File: config.mk
export PLATFORM = sky130hd
export DESIGN_NAME = rsq_readout
export DESIGN_NICKNAME = d
export VERILOG_FILES = /design/src/rsq_pkg.sv /design/src/rsq_readout.sv /design/src/rsq_token_chain.sv /design/src/rsq_hold_gen.sv
export SDC_FILE = /design/constraint.sdc
export NUM_CORES = 1
export LEC_CHECK = 0
export BUFFER_PORTS_ARGS = -buffer_cell sky130_fd_sc_hd__buf_4
export CAP_MARGIN = 20
export CORE_MARGIN = 3
export CORE_UTILIZATION = 45
export CTS_CLUSTER_DIAMETER = 150
export CTS_CLUSTER_SIZE = 8
export DETAILED_ROUTE_END_ITERATION = 10
export PLACE_DENSITY = 0.77
export SLEW_MARGIN = 20
export SYNTH_ARGS = -nofsm -noshare
export SYNTH_HDL_FRONTEND = slang
export SYNTH_SLANG_ARGS = --single-unit
File: constraint.sdc
create_clock -name REF_CLK -period 8.94 [get_ports REF_CLK]
set_clock_uncertainty 0.15 [all_clocks]
set_input_delay 0.894 -clock REF_CLK [delete_from_list [all_inputs] [get_ports REF_CLK]]
set_output_delay 0.894 -clock REF_CLK [all_outputs]
set_load 0.03 [all_outputs]
File: src/rsq_pkg.sv
package rsq_pkg;
  // ****************
  // Geometry and timing
  // ****************
  localparam int NUM_CH = 64;
  localparam int CH_IDX_W = 6;
  localparam int CLK_PERIOD_NS = 50;
  localparam int HDLY_W = 4;
  localparam int DLY_CNT_W = 5;
  localparam int HOLD_DELAY_NS [16] = '{250, 125, 83, 63, 50, 38, 36, 31,
                                        250, 278, 313, 357, 375, 500, 625, 830};
  // ****************
  // Register map
  // ****************
  localparam int ADDR_W = 8;
  localparam logic [7:0] ADDR_CONFIG = 8'h00;
  localparam logic [7:0] ADDR_TEST_LO = 8'h04;
  localparam logic [7:0] ADDR_TEST_HI = 8'h08;
  localparam logic [7:0] ADDR_HDLY = 8'h0c;
  localparam logic [7:0] ADDR_STATUS = 8'h10;
  localparam logic [7:0] ADDR_CMD = 8'h14;
  localparam int CFG_EXT_HOLD_BIT = 16;
  localparam int CFG_INT_HOLD_BIT = 17;
  localparam int CFG_CAL_BIT = 19;
  localparam logic [31:0] CFG_MASK = 32'h000b_0000;
  localparam logic [31:0] CFG_RST = 32'h0000_0000;
  localparam logic [63:0] TEST_RST = 64'h0;
  localparam logic [HDLY_W-1:0] HDLY_RST = 4'h0;
  localparam int ST_SEL_BIT = 0;
  localparam int ST_OE_BIT = 1;
  localparam int ST_HOLD_BIT = 2;
  localparam int ST_INT_HOLD_BIT = 3;
  localparam int ST_TOKOUT_BIT = 4;
  localparam int ST_PEAK_BIT = 5;
  localparam int ST_CH_LSB = 8;
  localparam int CMD_CLEAR_BIT = 0;
  localparam int CMD_PEAK_RST_BIT = 1;

  typedef enum logic [1:0] {
    HOLD_IDLE = 2'b00,
    HOLD_DELAY = 2'b01,
    HOLD_HELD = 2'b10
  } rsq_hold_state_type;

  function automatic logic [DLY_CNT_W-1:0] hold_cycles(input logic [HDLY_W-1:0] code);
    int c;
    c = (HOLD_DELAY_NS[code] + CLK_PERIOD_NS - 1) / CLK_PERIOD_NS;
    if (c < 1) c = 1;
    return DLY_CNT_W'(c);
  endfunction
endpackage

File: src/rsq_readout.sv
// The address map and the Wishbone slave port are this design's own decisions.
`timescale 1ns/1ns
module rsq_readout (
  input wire logic REF_CLK,
  input wire logic ARST_N,
  input wire logic WB_CYC_I,
  input wire logic WB_STB_I,
  input wire logic WB_WE_I,
  input wire logic [rsq_pkg::ADDR_W-1:0] WB_ADR_I,
  input wire logic [3:0] WB_SEL_I,
  input wire logic [31:0] WB_DAT_I,
  output logic [31:0] WB_DAT_O,
  output logic WB_ACK_O,
  input wire logic READ_CLK,
  input wire logic TOKEN_IN_N,
  output logic TOKEN_OUT_N,
  input wire logic DIG_CLEAR,
  input wire logic PEAK_RESET,
  input wire logic [rsq_pkg::NUM_CH-1:0] CH_TRIG,
  input wire logic TRIG_PAIR_I,
  output logic TRIG_PAIR_O,
  output logic TRIG_PAIR_OE,
  input wire logic HOLD_N_I,
  output logic HOLD_N_O,
  output logic HOLD_N_OE,
  output logic HOLD_ACTIVE,
  output logic PEAK_START,
  output logic [rsq_pkg::NUM_CH-1:0] ENERGY_SEL,
  output logic [rsq_pkg::NUM_CH-1:0] TIME_SEL,
  output logic ENERGY_BUF_OE,
  output logic TIME_BUF_OE,
  output logic [rsq_pkg::NUM_CH-1:0] CAL_SEL
);
  import rsq_pkg::*;

  logic ack_r;
  logic [31:0] dat_r;
  logic [31:0] cfg_r;
  logic [63:0] test_r;
  logic [HDLY_W-1:0] hdly_r;
  logic cmd_clear_r;
  logic cmd_peak_r;
  logic req;
  logic wr;
  logic [31:0] wmask;
  logic [31:0] rd_data;
  logic [31:0] status;
  logic [CH_IDX_W-1:0] ch_idx;
  logic clr_any;
  logic peak_rst_any;
  logic [NUM_CH-1:0] sel;
  logic buf_oe;
  logic int_hold;
  logic int_en;
  logic ext_en;
  logic cal_en;

  // ****************
  // Wishbone slave
  // ****************
  assign req = WB_CYC_I & WB_STB_I;
  // Writes land on the edge where the master sees ack
  assign wr = req & WB_WE_I & ack_r;

  genvar b;
  generate
    for (b = 0; b < 4; b++) begin : g_lane
      assign wmask[8*b +: 8] = {8{WB_SEL_I[b]}};
    end
  endgenerate

  always_ff @(posedge REF_CLK or negedge ARST_N) begin
    if (!ARST_N) ack_r <= 1'b0;
    else ack_r <= req & ~ack_r;
  end

  always_ff @(posedge REF_CLK or negedge ARST_N) begin
    if (!ARST_N) dat_r <= 32'h0;
    else if (req & ~ack_r & ~WB_WE_I) dat_r <= rd_data;
  end

  always_ff @(posedge REF_CLK or negedge ARST_N) begin
    if (!ARST_N) cfg_r <= CFG_RST;
    else if (wr && WB_ADR_I == ADDR_CONFIG)
      cfg_r <= ((cfg_r & ~wmask) | (WB_DAT_I & wmask)) & CFG_MASK;
  end

  always_ff @(posedge REF_CLK or negedge ARST_N) begin
    if (!ARST_N) test_r <= TEST_RST;
    else if (wr && WB_ADR_I == ADDR_TEST_LO)
      test_r[31:0] <= (test_r[31:0] & ~wmask) | (WB_DAT_I & wmask);
    else if (wr && WB_ADR_I == ADDR_TEST_HI)
      test_r[63:32] <= (test_r[63:32] & ~wmask) | (WB_DAT_I & wmask);
  end

  always_ff @(posedge REF_CLK or negedge ARST_N) begin
    if (!ARST_N) hdly_r <= HDLY_RST;
    else if (wr && WB_ADR_I == ADDR_HDLY && WB_SEL_I[0]) hdly_r <= WB_DAT_I[HDLY_W-1:0];
  end

  // Command bits are one-cycle strobes, never stored
  always_ff @(posedge REF_CLK or negedge ARST_N) begin
    if (!ARST_N) begin
      cmd_clear_r <= 1'b0;
      cmd_peak_r <= 1'b0;
    end else begin
      cmd_clear_r <= wr && WB_ADR_I == ADDR_CMD && WB_SEL_I[0] && WB_DAT_I[CMD_CLEAR_BIT];
      cmd_peak_r <= wr && WB_ADR_I == ADDR_CMD && WB_SEL_I[0] && WB_DAT_I[CMD_PEAK_RST_BIT];
    end
  end

  always_comb begin
    ch_idx = '0;
    for (int i = 0; i < NUM_CH; i++) begin
      if (sel[i]) ch_idx = CH_IDX_W'(i);
    end
  end

  always_comb begin
    status = 32'h0;
    status[ST_SEL_BIT] = |sel;
    status[ST_OE_BIT] = buf_oe;
    status[ST_HOLD_BIT] = HOLD_ACTIVE;
    status[ST_INT_HOLD_BIT] = int_hold;
    status[ST_TOKOUT_BIT] = ~TOKEN_OUT_N;
    status[ST_PEAK_BIT] = PEAK_START;
    status[ST_CH_LSB +: CH_IDX_W] = ch_idx;
  end

  // Unmapped and write-only addresses read as zero
  always_comb begin
    if (WB_ADR_I == ADDR_CONFIG) rd_data = cfg_r;
    else if (WB_ADR_I == ADDR_TEST_LO) rd_data = test_r[31:0];
    else if (WB_ADR_I == ADDR_TEST_HI) rd_data = test_r[63:32];
    else if (WB_ADR_I == ADDR_HDLY) rd_data = {{(32-HDLY_W){1'b0}}, hdly_r};
    else if (WB_ADR_I == ADDR_STATUS) rd_data = status;
    else rd_data = 32'h0;
  end

  assign WB_ACK_O = ack_r;
  assign WB_DAT_O = dat_r;

  // ****************
  // Readout chain and hold logic
  // ****************
  assign clr_any = DIG_CLEAR | cmd_clear_r;
  assign peak_rst_any = PEAK_RESET | cmd_peak_r;
  assign int_en = cfg_r[CFG_INT_HOLD_BIT];
  assign ext_en = cfg_r[CFG_EXT_HOLD_BIT];
  assign cal_en = cfg_r[CFG_CAL_BIT];

  rsq_token_chain u_chain (
    .clk(REF_CLK),
    .arst_n(ARST_N),
    .read_clk(READ_CLK),
    .token_in_n(TOKEN_IN_N),
    .clear(clr_any),
    .sel(sel),
    .buf_oe(buf_oe),
    .token_out_n(TOKEN_OUT_N)
  );

  rsq_hold_gen u_hold (
    .clk(REF_CLK),
    .arst_n(ARST_N),
    .ch_trig(CH_TRIG),
    .trig_pair_i(TRIG_PAIR_I),
    .int_en(int_en),
    .ext_en(ext_en),
    .delay_code(hdly_r),
    .ext_hold_n(HOLD_N_I),
    .clear(clr_any),
    .peak_reset(peak_rst_any),
    .trig_oe(TRIG_PAIR_OE),
    .peak_start(PEAK_START),
    .int_hold(int_hold),
    .hold_active(HOLD_ACTIVE)
  );

  // Both multiplexers share one select so they cannot drift apart
  assign ENERGY_SEL = sel;
  assign TIME_SEL = sel;
  assign ENERGY_BUF_OE = buf_oe;
  assign TIME_BUF_OE = buf_oe;
  // Open-drain style pads only ever pull low
  assign TRIG_PAIR_O = 1'b0;
  assign HOLD_N_O = 1'b0;
  assign HOLD_N_OE = int_hold;
  // Gated by the token select, so at most one channel sees calibration
  assign CAL_SEL = sel & test_r & {NUM_CH{cal_en}};

  // ****************
  // Checks
  // ****************
  logic ah_rclk_d_r;
  logic ah_fall;
  logic ah_rise;

  always_ff @(posedge REF_CLK or negedge ARST_N) begin
    if (!ARST_N) ah_rclk_d_r <= 1'b0;
    else ah_rclk_d_r <= READ_CLK;
  end

  assign ah_fall = ~READ_CLK & ah_rclk_d_r;
  assign ah_rise = READ_CLK & ~ah_rclk_d_r;

  a_one_channel: assert property (
    @(posedge REF_CLK) disable iff (!ARST_N) $onehot0(ENERGY_SEL))
    else $error("more than one channel selected");

  a_mux_lockstep: assert property (
    @(posedge REF_CLK) disable iff (!ARST_N)
    (ENERGY_SEL == TIME_SEL) && (ENERGY_BUF_OE == TIME_BUF_OE))
    else $error("multiplexers out of step");

  a_stopped_clock: assert property (
    @(posedge REF_CLK) disable iff (!ARST_N)
    (!ah_fall && !clr_any) |=> $stable(ENERGY_SEL))
    else $error("select moved without a falling readout edge");

  a_token_steps: assert property (
    @(posedge REF_CLK) disable iff (!ARST_N)
    (ah_fall && !clr_any && (ENERGY_SEL != 64'h0) && !ENERGY_SEL[63])
    |=> (ENERGY_SEL == ($past(ENERGY_SEL) << 1)))
    else $error("token did not step one channel");

  a_first_channel: assert property (
    @(posedge REF_CLK) disable iff (!ARST_N)
    $rose(ENERGY_BUF_OE) |-> (ENERGY_SEL == 64'h1) && $past(ah_fall))
    else $error("buffer enabled without channel 0 on a falling edge");

  a_buffer_gate: assert property (
    @(posedge REF_CLK) disable iff (!ARST_N)
    ENERGY_BUF_OE == (ENERGY_SEL != 64'h0))
    else $error("buffer enable disagrees with select");

  a_token_out: assert property (
    @(posedge REF_CLK) disable iff (!ARST_N)
    $fell(TOKEN_OUT_N) |-> ENERGY_SEL[63] && $past(ah_rise))
    else $error("token out without last channel");

  a_past_last: assert property (
    @(posedge REF_CLK) disable iff (!ARST_N)
    (ENERGY_SEL[63] && !TOKEN_OUT_N && ah_fall && !clr_any)
    |=> (ENERGY_SEL == 64'h0) && !ENERGY_BUF_OE)
    else $error("select not emptied after last channel");

  a_clear_empties: assert property (
    @(posedge REF_CLK) disable iff (!ARST_N)
    clr_any |=> (ENERGY_SEL == 64'h0) && !ENERGY_BUF_OE && TOKEN_OUT_N)
    else $error("clear left the chain busy");

  a_trigger_drive: assert property (
    @(posedge REF_CLK) disable iff (!ARST_N)
    (|CH_TRIG) |=> TRIG_PAIR_OE && PEAK_START)
    else $error("trigger did not drive pair or peak hold");

  a_int_hold_delay: assert property (
    @(posedge REF_CLK) disable iff (!ARST_N || clr_any)
    (int_en && (|CH_TRIG) && !int_hold) |-> ##[1:20] int_hold)
    else $error("internal hold not generated in time");

  a_ext_hold_delay: assert property (
    @(posedge REF_CLK) disable iff (!ARST_N || clr_any)
    (ext_en && !TRIG_PAIR_I && !int_hold) |-> ##[1:20] HOLD_N_OE)
    else $error("sensed trigger did not produce hold");

  a_hold_sources: assert property (
    @(posedge REF_CLK) disable iff (!ARST_N)
    (!HOLD_N_I || (int_hold && !clr_any)) |=> HOLD_ACTIVE)
    else $error("a hold source was ignored");

  a_cal_gate: assert property (
    @(posedge REF_CLK) disable iff (!ARST_N)
    (CAL_SEL != 64'h0) |-> cal_en && ((CAL_SEL & ~test_r) == 64'h0))
    else $error("calibration without both enables");

  a_cal_follows: assert property (
    @(posedge REF_CLK) disable iff (!ARST_N)
    $onehot0(CAL_SEL) && ((CAL_SEL & ~ENERGY_SEL) == 64'h0))
    else $error("calibration on an unselected channel");

  a_buffer_idle: assert property (
    @(posedge REF_CLK) disable iff (!ARST_N)
    (!ENERGY_BUF_OE && !ah_fall) |=> !ENERGY_BUF_OE)
    else $error("buffer enabled without a falling readout edge");

  a_daisy_hold: assert property (
    @(posedge REF_CLK) disable iff (!ARST_N)
    (!TOKEN_OUT_N && ah_fall && !clr_any) |=> !TOKEN_OUT_N)
    else $error("token out dropped before the next chip took over");

  a_chain_idle: assert property (
    @(posedge REF_CLK) disable iff (!ARST_N)
    (!TOKEN_OUT_N && ah_rise && (ENERGY_SEL == 64'h0) && !clr_any) |=> TOKEN_OUT_N)
    else $error("token out stuck after a complete readout");

  a_clear_hold: assert property (
    @(posedge REF_CLK) disable iff (!ARST_N)
    (clr_any && int_hold) |=> !HOLD_N_OE)
    else $error("clear did not release internal hold");

  a_peak_clear: assert property (
    @(posedge REF_CLK) disable iff (!ARST_N)
    (peak_rst_any && !(|CH_TRIG)) |=> !PEAK_START)
    else $error("peak reset ignored");
endmodule

File: src/rsq_token_chain.sv
`timescale 1ns/1ns
module rsq_token_chain (
  input wire logic clk,
  input wire logic arst_n,
  input wire logic read_clk,
  input wire logic token_in_n,
  input wire logic clear,
  output logic [rsq_pkg::NUM_CH-1:0] sel,
  output logic buf_oe,
  output logic token_out_n
);
  import rsq_pkg::*;

  logic rclk_d_r;
  logic rise;
  logic fall;
  logic load;
  logic [NUM_CH-1:0] token_r;
  logic [NUM_CH-1:0] sel_r;
  logic oe_r;
  logic tout_r;

  // ****************
  // Readout clock edges
  // ****************
  assign rise = read_clk & ~rclk_d_r;
  assign fall = ~read_clk & rclk_d_r;
  // A second token is refused while one is in any of the first 63 stages; it is accepted once the first reaches the last stage
  assign load = ~token_in_n & (token_r[NUM_CH-2:0] == '0);

  always_ff @(posedge clk or negedge arst_n) begin
    if (!arst_n) rclk_d_r <= 1'b0;
    else rclk_d_r <= read_clk;
  end

  // ****************
  // Token shift, output select, token out
  // ****************
  always_ff @(posedge clk or negedge arst_n) begin
    if (!arst_n) token_r <= '0;
    else if (clear) token_r <= '0;
    else if (rise) token_r <= {token_r[NUM_CH-2:0], load};
  end

  always_ff @(posedge clk or negedge arst_n) begin
    if (!arst_n) begin
      sel_r <= '0;
      oe_r <= 1'b0;
    end else if (clear) begin
      sel_r <= '0;
      oe_r <= 1'b0;
    end else if (fall) begin
      sel_r <= token_r;
      oe_r <= |token_r;
    end
  end

  always_ff @(posedge clk or negedge arst_n) begin
    if (!arst_n) tout_r <= 1'b0;
    else if (clear) tout_r <= 1'b0;
    else if (rise) tout_r <= token_r[NUM_CH-1];
  end

  assign sel = sel_r;
  assign buf_oe = oe_r;
  assign token_out_n = ~tout_r;
endmodule

File: src/rsq_hold_gen.sv
`timescale 1ns/1ns
module rsq_hold_gen (
  input wire logic clk,
  input wire logic arst_n,
  input wire logic [rsq_pkg::NUM_CH-1:0] ch_trig,
  input wire logic trig_pair_i,
  input wire logic int_en,
  input wire logic ext_en,
  input wire logic [rsq_pkg::HDLY_W-1:0] delay_code,
  input wire logic ext_hold_n,
  input wire logic clear,
  input wire logic peak_reset,
  output logic trig_oe,
  output logic peak_start,
  output logic int_hold,
  output logic hold_active
);
  import rsq_pkg::*;

  rsq_hold_state_type state_r;
  rsq_hold_state_type state_nxt;
  logic [DLY_CNT_W-1:0] cnt_r;
  logic any_trig;
  logic start;
  logic trig_oe_r;
  logic peak_r;
  logic hold_r;

  assign any_trig = |ch_trig;
  assign start = (int_en & any_trig) | (ext_en & ~trig_pair_i);

  // ****************
  // Internal hold sequencer
  // ****************
  always_comb begin
    state_nxt = state_r;
    case (state_r)
      HOLD_IDLE: if (start) state_nxt = HOLD_DELAY;
      HOLD_DELAY: if (cnt_r == '0) state_nxt = HOLD_HELD;
      HOLD_HELD: state_nxt = HOLD_HELD;
      default: state_nxt = HOLD_IDLE;
    endcase
    // Clear loses only to a hold that expires in the same cycle
    if (clear && !(state_r == HOLD_DELAY && cnt_r == '0)) state_nxt = HOLD_IDLE;
  end

  always_ff @(posedge clk or negedge arst_n) begin
    if (!arst_n) state_r <= HOLD_IDLE;
    else state_r <= state_nxt;
  end

  always_ff @(posedge clk or negedge arst_n) begin
    if (!arst_n) cnt_r <= '0;
    else if (state_r == HOLD_IDLE && start) cnt_r <= hold_cycles(delay_code) - 1'b1;
    else if (state_r == HOLD_DELAY && cnt_r != '0) cnt_r <= cnt_r - 1'b1;
  end

  // ****************
  // Trigger drive, peak hold, sampled hold
  // ****************
  always_ff @(posedge clk or negedge arst_n) begin
    if (!arst_n) begin
      trig_oe_r <= 1'b0;
      peak_r <= 1'b0;
      hold_r <= 1'b0;
    end else begin
      trig_oe_r <= any_trig;
      if (any_trig) peak_r <= 1'b1;
      else if (peak_reset) peak_r <= 1'b0;
      hold_r <= (state_nxt == HOLD_HELD) | ~ext_hold_n;
    end
  end

  assign trig_oe = trig_oe_r;
  assign peak_start = peak_r;
  assign int_hold = (state_r == HOLD_HELD);
  assign hold_active = hold_r;
endmodule

# Word-level counts from Yosys, hierarchy flattened
# Memory sizes are Yosys's and may differ from the RTL's.
# Cells that the tools add are included.
# classes
add_sub_neg	4
n_div	1
order_cmp	2
n_eq_ne	8
n_mux	88
bitwise_logic	34
reduce_logical	27
# ops
cell	count
$mux W6	54
$mux W64	4
$reduce_or A64 Y1	3
$mux W32	5
$and A64 B64 Y64	2
$and A32 B32 Y32	3
$or A32 B32 Y32	2
$logic_not A63 Y1	1
$add A32 B7 Y32 const B	1
$div A32 B7 Y32 const B	1
$lt A32 B2 Y1 const B	1
$not A32 Y32	1
$sub A32 B2 Y32 const B	1
$mux W14	2
$and A20 B20 Y20	1
$mux W5	4
$or A20 B20 Y20	1
$eq A8 B4 Y1 const B	2
$eq A8 B5 Y1 const B	2
$logic_and A1 B1 Y1	13
$mux W3	4
$and A1 B1 Y1	10
$mux W2	5
$sub A5 B1 Y5 const B	2
17 further kinds	39
# word_totals
regBits	247
mem_bits_ro	512
inputBits	119
out_inout_bits	234
word_cells	183
mem_count	1
# memory_table
memory	depth	width	rd	rd_clocked_by_memory_dff	write_ports	line	source
(no name shown)	16	32	1	0	0	rsq_pkg.sv:47	c = (HOLD_DELAY_NS[code] + CLK_PERIOD_NS - 1) / CLK_PERIOD_NS;

# Longest topological paths before layout
# Gate-level depths: netlist of the first run.
# logic_depth
word_depth	68
depth_mapped	22
mapped_depth_nobuf	21

# Cells and area by module
# From an unflattened synthesis of the first run, not the netlist that was laid out.
# unflattened
hier_cells	1461
area_unflattened_um2	13389.1
# modules_own_cells
mod	instances	cells_each	area_each_um2	seq_area_each_um2
rsq_readout	1	621	6143.4	2652.5
rsq_token_chain	1	589	5272.6	3278.1
rsq_hold_gen	1	251	1973.1	250.2

# Least setup slack after synthesis of the first run
# No wires, ideal clock.
# synth_timing
path_kind	flip-flop to flip-flop
startpoint	reg hdly_r[0]
endpoint	reg u_hold.cnt_r[4]
setup_time_ns	0.077
arrival_ns	4.804
required_time_ns	8.713
slack_ns	3.909
stages_incl_launch_ff	22
path_buffers	0
synth_period_minus_slack_ns	5.031
cell_sequence	dfrtp_1 -> inv_1 -> ha_1 -> mux4_2 -> inv_2 -> ha_1 -> nand4b_1 -> xnor2_1 -> nand2_2 -> a31oi_2 -> or4_4 -> nand2_1 -> mux2i_1 -> nor4_1 -> a211oi_1 -> a21oi_1 -> or3_1 -> mux2i_1 -> ha_1 -> nand3_1 -> xor2_1 -> a21oi_1
# synth_via
elab_chain_cells	12
# synth_rtl
item	line	source
start: declaration	rsq_readout.sv:40	logic [HDLY_W-1:0] hdly_r;
start signal: assignment	rsq_readout.sv:98	else if (wr && WB_ADR_I == ADDR_HDLY && WB_SEL_I[0]) hdly_r <= WB_DAT_I[HDLY_W-1:0];
$not A4 Y5 (implied by the code) *	rsq_pkg.sv:47	
$mem_v2 Z16 W32 *	--	
$mux W32 (implied by the code) * (2 in a row)	rsq_pkg.sv:47	
$add A32 B7 Y32 *	rsq_pkg.sv:47	
$sub A32 B2 Y32 *	rsq_pkg.sv:47	
$div A32 B7 Y32 *	rsq_pkg.sv:47	
$lt A32 B2 Y1	rsq_pkg.sv:48	if (c < 1) c = 1;
$mux W5 *	rsq_pkg.sv:48	
$mux W5 *	rsq_hold_gen.sv:54	else if (state_r == HOLD_IDLE && start) cnt_r <= hold_cycles(delay_code) - 1'b1;
$sub A5 B1 Y5 *	rsq_hold_gen.sv:54	
$mux W5 *	rsq_hold_gen.sv:54	
end signal: assignment	rsq_hold_gen.sv:54	
end signal: assignment	rsq_hold_gen.sv:55	else if (state_r == HOLD_DELAY && cnt_r != '0) cnt_r <= cnt_r - 1'b1;
end: declaration	rsq_hold_gen.sv:22	logic [DLY_CNT_W-1:0] cnt_r;
# Mark *: on every way between the ends. The rest lies on a longest branch, timed or not. The select of a mux whose other input is x is not followed.
# A chain may end at the register's enable or synchronous reset.

# Worst setup path after layout of the first run
# Same ends and word-level chain as after synthesis.

==> summary.txt, run 1 <==
Cells and area
  – Most frequent cells in the layout: buf_4, dfrtp_1, a22o_1, nand2_1, and3_1
  – Commonest non-fill, non-tap cell in the layout: buf_4
  – Share of cells above drive strength 1: 34.3%
  – Filler Cell Count: 2288
  – Nets: 1605
  – Area growth, synth to finish: 27.1%

Drt
  – WL final: 44.7 mm
  – Drt pass-1 iters: 6
  – # DRC: 0
  – Iteration-0 DRC count of the detailed router: 1361
  – Via Count: 11319
  – Antenna Nets Post-Route: 0
  – Via/cell ratio: 6.12
  – Drt wl/cell: 24.2 µm

Timing
  – Setup violation total in the final timing report: 0
  – Tcrit/Tclk final: 63.7%
  – Worst Tran Pin Value: 1040 ps
  – RSZ-0062 raised after global routing: false
  – Max Slew Vio Count: 0
  – Hold_ws: 323 ps
  – Crit path time final: 5700 ps
  – Relative slew slack: 30.1%
  – Setup_tns: 0 ps
  – FMAX: 0.176 GHz
  – Final hold viol count: 0

Floorplanning
  – Core area: 27300 µm²
  – Num rows: 60
  – Io pins: 353
  – Starting Density: 46.3%
  – Die X: 173 µm
  – Die area: 30100 µm²
  – Die Y: 173 µm

CTS
  – Post-CTS Resized: 0
  – H-tree levels: 2
  – Clock network latency to the later pin of the worst-skew pair: 510 ps
  – Clock-pin transition on the worst setup and hold timing paths: 50 ps
  – CTS tree: done
  – Clk sinks: 247
  – CTS buffer count: 36
  – CTS max path bufs: 3
  – Post-CTS setup repair buffer count: 0
  – Root Buffer: clkbuf_16
  – Hold buffers post-CTS: 0

GRT
  – Vias in the first global route: 10902
  – Largest net degree at the start of global routing: 115
  – Initial antenna violation count: 3
  – Total track usage: 28.6%
  – First-pass GRT wire length: 67.8 mm
  – Grt ovf: 0

Worst setup path
  – CP startpoint kind: register
  – Worst path arrival time: 5960 ps
  – Setup CP Type: register to register
  – Setup crit end kind: register
  – CP required: 9210 ps
  – Crit path max fanout: 12

Logic synthesis
  – Yosys reg bits: 247
  – YS warnings: 0
  – Post-synthesis cell count: 1203
  – Syn_area_per_cell: 10.5 µm²
  – Area fraction of the dominant cell type after synthesis: 49.0%
  – EDFF count, synth: 0
  – Synth area leaders: dfrtp_1, a22o_1, mux2_2
  – Prevailing post-synth register cell: dfrtp_1
  – Synth cell types: 75
  – Synthesized cell area: 12600 µm²
  – Largest area contributor in the synthesized netlist: dfrtp_1
  – Async SR Flop Fraction: 100%
  – Sequential-to-total area share from yosys stat: 49.0%

Power
  – Leak: 8.12 nW
  – PwrDens: 153 nW/µm²
  – VDD IR-drop max: 98.9 µV

Placement
  – Gpl congestion: 0.896
  – I/O Buffers: 350
  – Detailed Place HPWL: 32.5 mm

Min path
  – Worst Hold Class: primary input to asynchronous set/reset pin

Outcome
  – Outcome: finished clean

Flow run
  – Max-Cap Viols: 0
## power breakdown
group	leakage [nW]	total (mW)	switching [mW]	internal, mW
logic	4.24	0.150	0.0931	0.0566
registers	3.42	1.14	0.00794	1.13
clock network	0.456	1.16	0.456	0.709
total	8.12	2.45	0.557	1.90
## worst paths after layout
check | start | end | slack (ps) | cells past startpoint
hold reg to reg | WB_DAT_O[23] | WB_DAT_O[23] | 330 | 2
min in group REF_CLK | WB_DAT_O[23] | WB_DAT_O[23] | 330 | 2
setup / recovery | hdly_r[0] | u_hold.cnt_r[4] | 3240 | 21
setup reg to reg | hdly_r[0] | u_hold.cnt_r[4] | 3240 | 21
max in group asynchronous | ARST_N | asynchronous set/reset pin | 6860 | 2
hold / removal | ARST_N | u_chain.sel[43] | 320 | 1
## cells by family after synthesis
group / count (synthesis) / synth area share, %
buffers and inverters: 158 / 6.87
XOR/XNOR: 15 / 1.10
flip-flops: 247 / 49.0
adder cells (fa/ha/maj): 12 / 1.19
other: 1 / 0.0297
multiplexers: 85 / 7.65
AND/OR/NAND/NOR: 368 / 15.4
AO/OA/AOI/OAI: 317 / 18.8
## cells in the mapped netlist (4+ instances only)
cell type	n
dfrtp_1	247
a22o_1	130
nand2_1	76
and3_1	73
mux2_2	72
buf_4	69
nor2_1	66
clkbuf_1	57
a21oi_1	53
nor4_1	45
o21ai_0	43
nand3_1	26
inv_1	25
nor3_1	25
a22oi_1	20
ha_1	12
nand4_1	12
mux2i_1	11
o31ai_1	9
xnor2_1	9
a211oi_1	8
and2_1	7
a21boi_0	5
a222oi_1	5
nand2b_1	5
o21ai_1	5
or3_1	5
xor2_1	5
a221oi_1	4
nor2b_1	4
o211ai_1	4
o21bai_1	4
## metal layers
layer	GRT usage [%]	vias up	routed length, µm
met5	0	-	7
met1	40.9	5635	18900
met3	6.18	93	4330
li1	-	4954	-
met4	8.51	2	1190
met2	43.7	635	20200
## layout make-up
class                      instances  area, µm²  area share [%]
timing repair buffer             363       2730            17.0
clock buffer                      37        905            5.64
inverter                          27        101           0.632
multi-input combinational        799       5620            35.1
tap                              372        465            2.90
clock inverter                     2       25.0           0.156
sequential                       247       6180            38.5
antenna                            2       5.00          0.0312
## worst max-delay path, stage by stage (launching register included)
cell      delay, ps
dfrtp_1         540
inv_1           160
ha_1            370
mux4_2          540
inv_2           110
ha_1            220
nand4b_1        240
a31oi_1         410
nor2_1           90
a31oi_2         340
or4_4           230
nand2_1          70
mux2i_1         340
nor4_1          110
a211oi_1        310
a21oi_1         130
or3_1           430
mux2i_1         150
ha_1            270
nand3_1         110
xor2_1          150
a21oi_1         140
## through the flow
stage	setup slack, ps	util [%]	std cells	total power, mW	instance area, µm²
final	3240	58.9	1849	2.45	16000
after global placement	3400	55.4	1808	1.30	15100
after global routing	2710	58.8	1848	2.53	16000
after detailed placement	3350	55.4	1808	1.30	15100
after floorplan	3910	-	1204	1.21	12600
after CTS	3320	58.8	1847	2.47	16000
Power figures use the tool's default switching activity.
==> run 2: changes to the inputs <==
--- a/config.mk
+++ b/config.mk
@@ -12,7 +12,7 @@
 export CTS_CLUSTER_DIAMETER = 150
 export CTS_CLUSTER_SIZE = 8
 export DETAILED_ROUTE_END_ITERATION = 10
-export PLACE_DENSITY = 0.77
+export PLACE_DENSITY = 0.8
 export SLEW_MARGIN = 20
 export SYNTH_ARGS = -nofsm -noshare
 export SYNTH_HDL_FRONTEND = slang
==> constraint.sdc (replaced) <==
create_clock -name REF_CLK -period 4.58 [get_ports REF_CLK]
set_clock_uncertainty 0.15 [all_clocks]
set_input_delay 0.458 -clock REF_CLK [delete_from_list [all_inputs] [get_ports REF_CLK]]
set_output_delay 0.458 -clock REF_CLK [all_outputs]
set_load 0.03 [all_outputs]
==> run 2 against run 1 <==
The flow now finishes with violations (negative setup slack); final cell count rose by 3.6%; core utilization rose by 2.9 points; maximum frequency rose by 18%; non-clock buffer count rose by 64.
==> summary.txt, run 2 (synthesis gave the netlist of run 1 again) <==
CTS
  – Root Buffer: clkbuf_16
  – Clock-pin transition on the worst setup and hold timing paths: 50 ps (about the same)
  – CTS buffer count: 36 (unchanged)
  – H-tree levels: 2 (unchanged)
  – Clk sinks: 247 (unchanged)
  – Clock network latency to the later pin of the worst-skew pair: 530 ps (+20 ps)
  – CTS tree: done
  – CTS max path bufs: 3 (unchanged)

Worst setup path
  – Reg-to-Reg End: u_hold.cnt_r[4]
  – End of the critical path: u_hold.cnt_r[4]
  – R2R Path Start: hdly_r[1]
  – Setup CP Type: register to register
  – CP startpoint kind: register
  – CP required: 4850 ps (-4360 ps)
  – Setup slack, reg-to-reg: -230 ps (-3480 ps)
  – Setup crit start: hdly_r[1]
  – Setup crit end kind: register
  – Worst-case reg-to-reg path depth: 23 (+9.5%)
  – Worst path arrival time: 5080 ps (-880 ps)
  – Crit path max fanout: 5 (-7)

Timing
  – Worst Tran Pin Value: 970 ps (-75.0 ps)
  – Setup violation total in the final timing report: 2 (+2)
  – Relative slew slack: 35.3% (+5.3 points)
  – Max Slew Vio Count: 0 (unchanged)
  – Setup ws final: -233 ps (-3480 ps)
  – Tcrit/Tclk final: 105% (+41 points)
  – RSZ-0062 raised after global routing: true
  – Crit path time final: 4810 ps (-883 ps)
  – Hold_ws: 22.2 ps (-301 ps)
  – Final hold viol count: 0 (unchanged)
  – FMAX: 0.208 GHz (+18%)

Drt
  – Via Count: 11702 (+3.4%)
  – Via/cell ratio: 6.11 (-0.18%)
  – Drt wl/cell: 24.4 µm (+1.2%)
  – Iteration-0 DRC count of the detailed router: 1243 (-8.7%)
  – Drt pass-1 iters: 5 (-1)
  – # DRC: 0 (unchanged)
  – Antenna Nets Post-Route: 0 (unchanged)
  – WL final: 46.8 mm (+4.8%)

Power
  – VDD IR-drop max: 202 µV (+100%)
  – Final Total Pwr: 4.90 mW (+100%)
  – PwrDens: 291 nW/µm² (+90%)
  – Leak: 8.49 nW (+4.6%)

Cells and area
  – Register area: 6180 µm² (about the same)
  – Commonest non-fill, non-tap cell in the layout: buf_4
  – Area growth, synth to finish: 33.3%
  – Area taken by multi-input logic gates: 5850 µm² (+4.0%)
  – Most frequent cells in the layout: buf_4, dfrtp_1, a22o_1, nand2_1
  – Share of cells above drive strength 1: 39.0% (+4.7 points)
  – Filler Cell Count: 2204 (-3.7%)
  – Nets: 1669 (+4.0%)
  – Layout Cell Area excl Fill: 16800 µm² (+4.9%)
  – Share of the core filled with cells: 61.7% (+2.9 points)

Placement
  – Gpl congestion: 0.940 (+4.9%)
  – Dpl cell area: 15600 µm² (+3.0%)
  – I/O Buffers: 350 (unchanged)
  – DP Worst Slack: -176 ps (-3520 ps)
  – Detailed Place HPWL: 33.8 mm (+4.0%)

GRT
  – Initial antenna violation count: 6 (+3)
  – Largest net degree at the start of global routing: 132 (+15%)
  – First-pass GRT wire length: 70.1 mm (+3.5%)
  – Total track usage: 29.7% (+1.1 points)
  – Vias in the first global route: 11434 (+4.9%)
  – Grt ovf: 0 (unchanged)

Flow run
  – Max-Cap Viols: 0 (unchanged)

Floorplanning
  – Die Y: 173 µm (unchanged)
  – Die area: 30100 µm² (unchanged)
  – Die X: 173 µm (unchanged)
  – Num rows: 60 (unchanged)
  – Io pins: 353 (unchanged)
  – Core area: 27300 µm² (unchanged)
  – Starting Density: 46.3% (unchanged)

Outcome
  – Outcome: finished with violations
  – Failing checks: negative setup slack

Min path
  – Worst hold path cell count: 2
  – Worst Hold Class: primary input to register
==> run 2: changes by cell type in the layout (fill, tap and decap cells not counted), sizes merged <==
cell / change
dlygate4sd3: +2
diode: -1
clkinv: +1
buf: +62
clkbuf: +2
==> run 2: critical path: stages, from the launching register on <==
cell and delay [ps]:
dfrtp_2 450, inv_4 100, ha_4 200, mux4_2 520, inv_4 90, ha_4 130
nand4b_1 120, buf_6 170, xnor2_4 140, nand2_4 110, a31oi_4 40, or4_4 540
buf_6 150, a21oi_4 140, a21oi_2 80, and2_4 160, o31ai_2 170, a221oi_1 110
or3_4 350, mux2i_1 140, ha_2 270, and3_1 200, nor3_2 60, a21oi_1 140
==> run 2: metrics by stage <==
stage | cells | TNS, ps
after floorplan | 1204 | -73.3
after global placement | 1858 | -87.0
after detailed placement | 1858 | -352
after CTS | 1905 | -257
after global routing | 1914 | -1020
final | 1915 | -436
==> run 2: worst min path at each step <==
stage | start | to | slack, ps
after global routing | HOLD_N_I | u_hold.hold_active | 20
after floorplan | ARST_N | WB_ACK_O | 10
after detailed placement | WB_DAT_O[16] | WB_DAT_O[16] | 320
final | HOLD_N_I | u_hold.hold_active | 20
after global placement | WB_DAT_O[19] | WB_DAT_O[19] | 310
after CTS | HOLD_N_I | u_hold.hold_active | 10
==> run 2: power by group <==
part / internal, mW / leakage, nW / switching [mW]
Sequential: 2.20 / 3.41 / 0.0159
Clock: 1.41 / 0.475 / 0.960
Combinational: 0.119 / 4.61 / 0.188
==> run 2: per-layer routing <==
layer	vias to the layer above	part of all wire, %	global-route usage [%]	wire (µm)
met5	-	0.049	0	23
met4	4	3.4	10.6	1600
met3	132	8.8	5.74	4120
met2	677	46	46.6	21700
met1	5790	41	41.2	19400
li1	5099	-	-	-
==> run 2: timing repair <==
action                                  CTS  global route
cloned                                    0             0
pin swaps                                 0            20
setup buffers                             3             9
resized for setup                         8            22
hold endpoints to repair                130             0
endpoints found under the setup margin    2             3
hold buffers                              2             0
==> run 2: cell type report <==
| class | count | share of cell area [%] |
|---|---|---|
| Clock buffer | 39 | 5.42 |
| Clock inverter | 3 | 0.394 |
| Inverter | 27 | 0.647 |
| Multi-Input combinational cell | 799 | 34.8 |
| Timing Repair Buffer | 427 | 19.2 |
| Tap cell | 372 | 2.77 |
| Antenna cell | 1 | 0.0149 |
| Sequential cell | 247 | 36.8 |
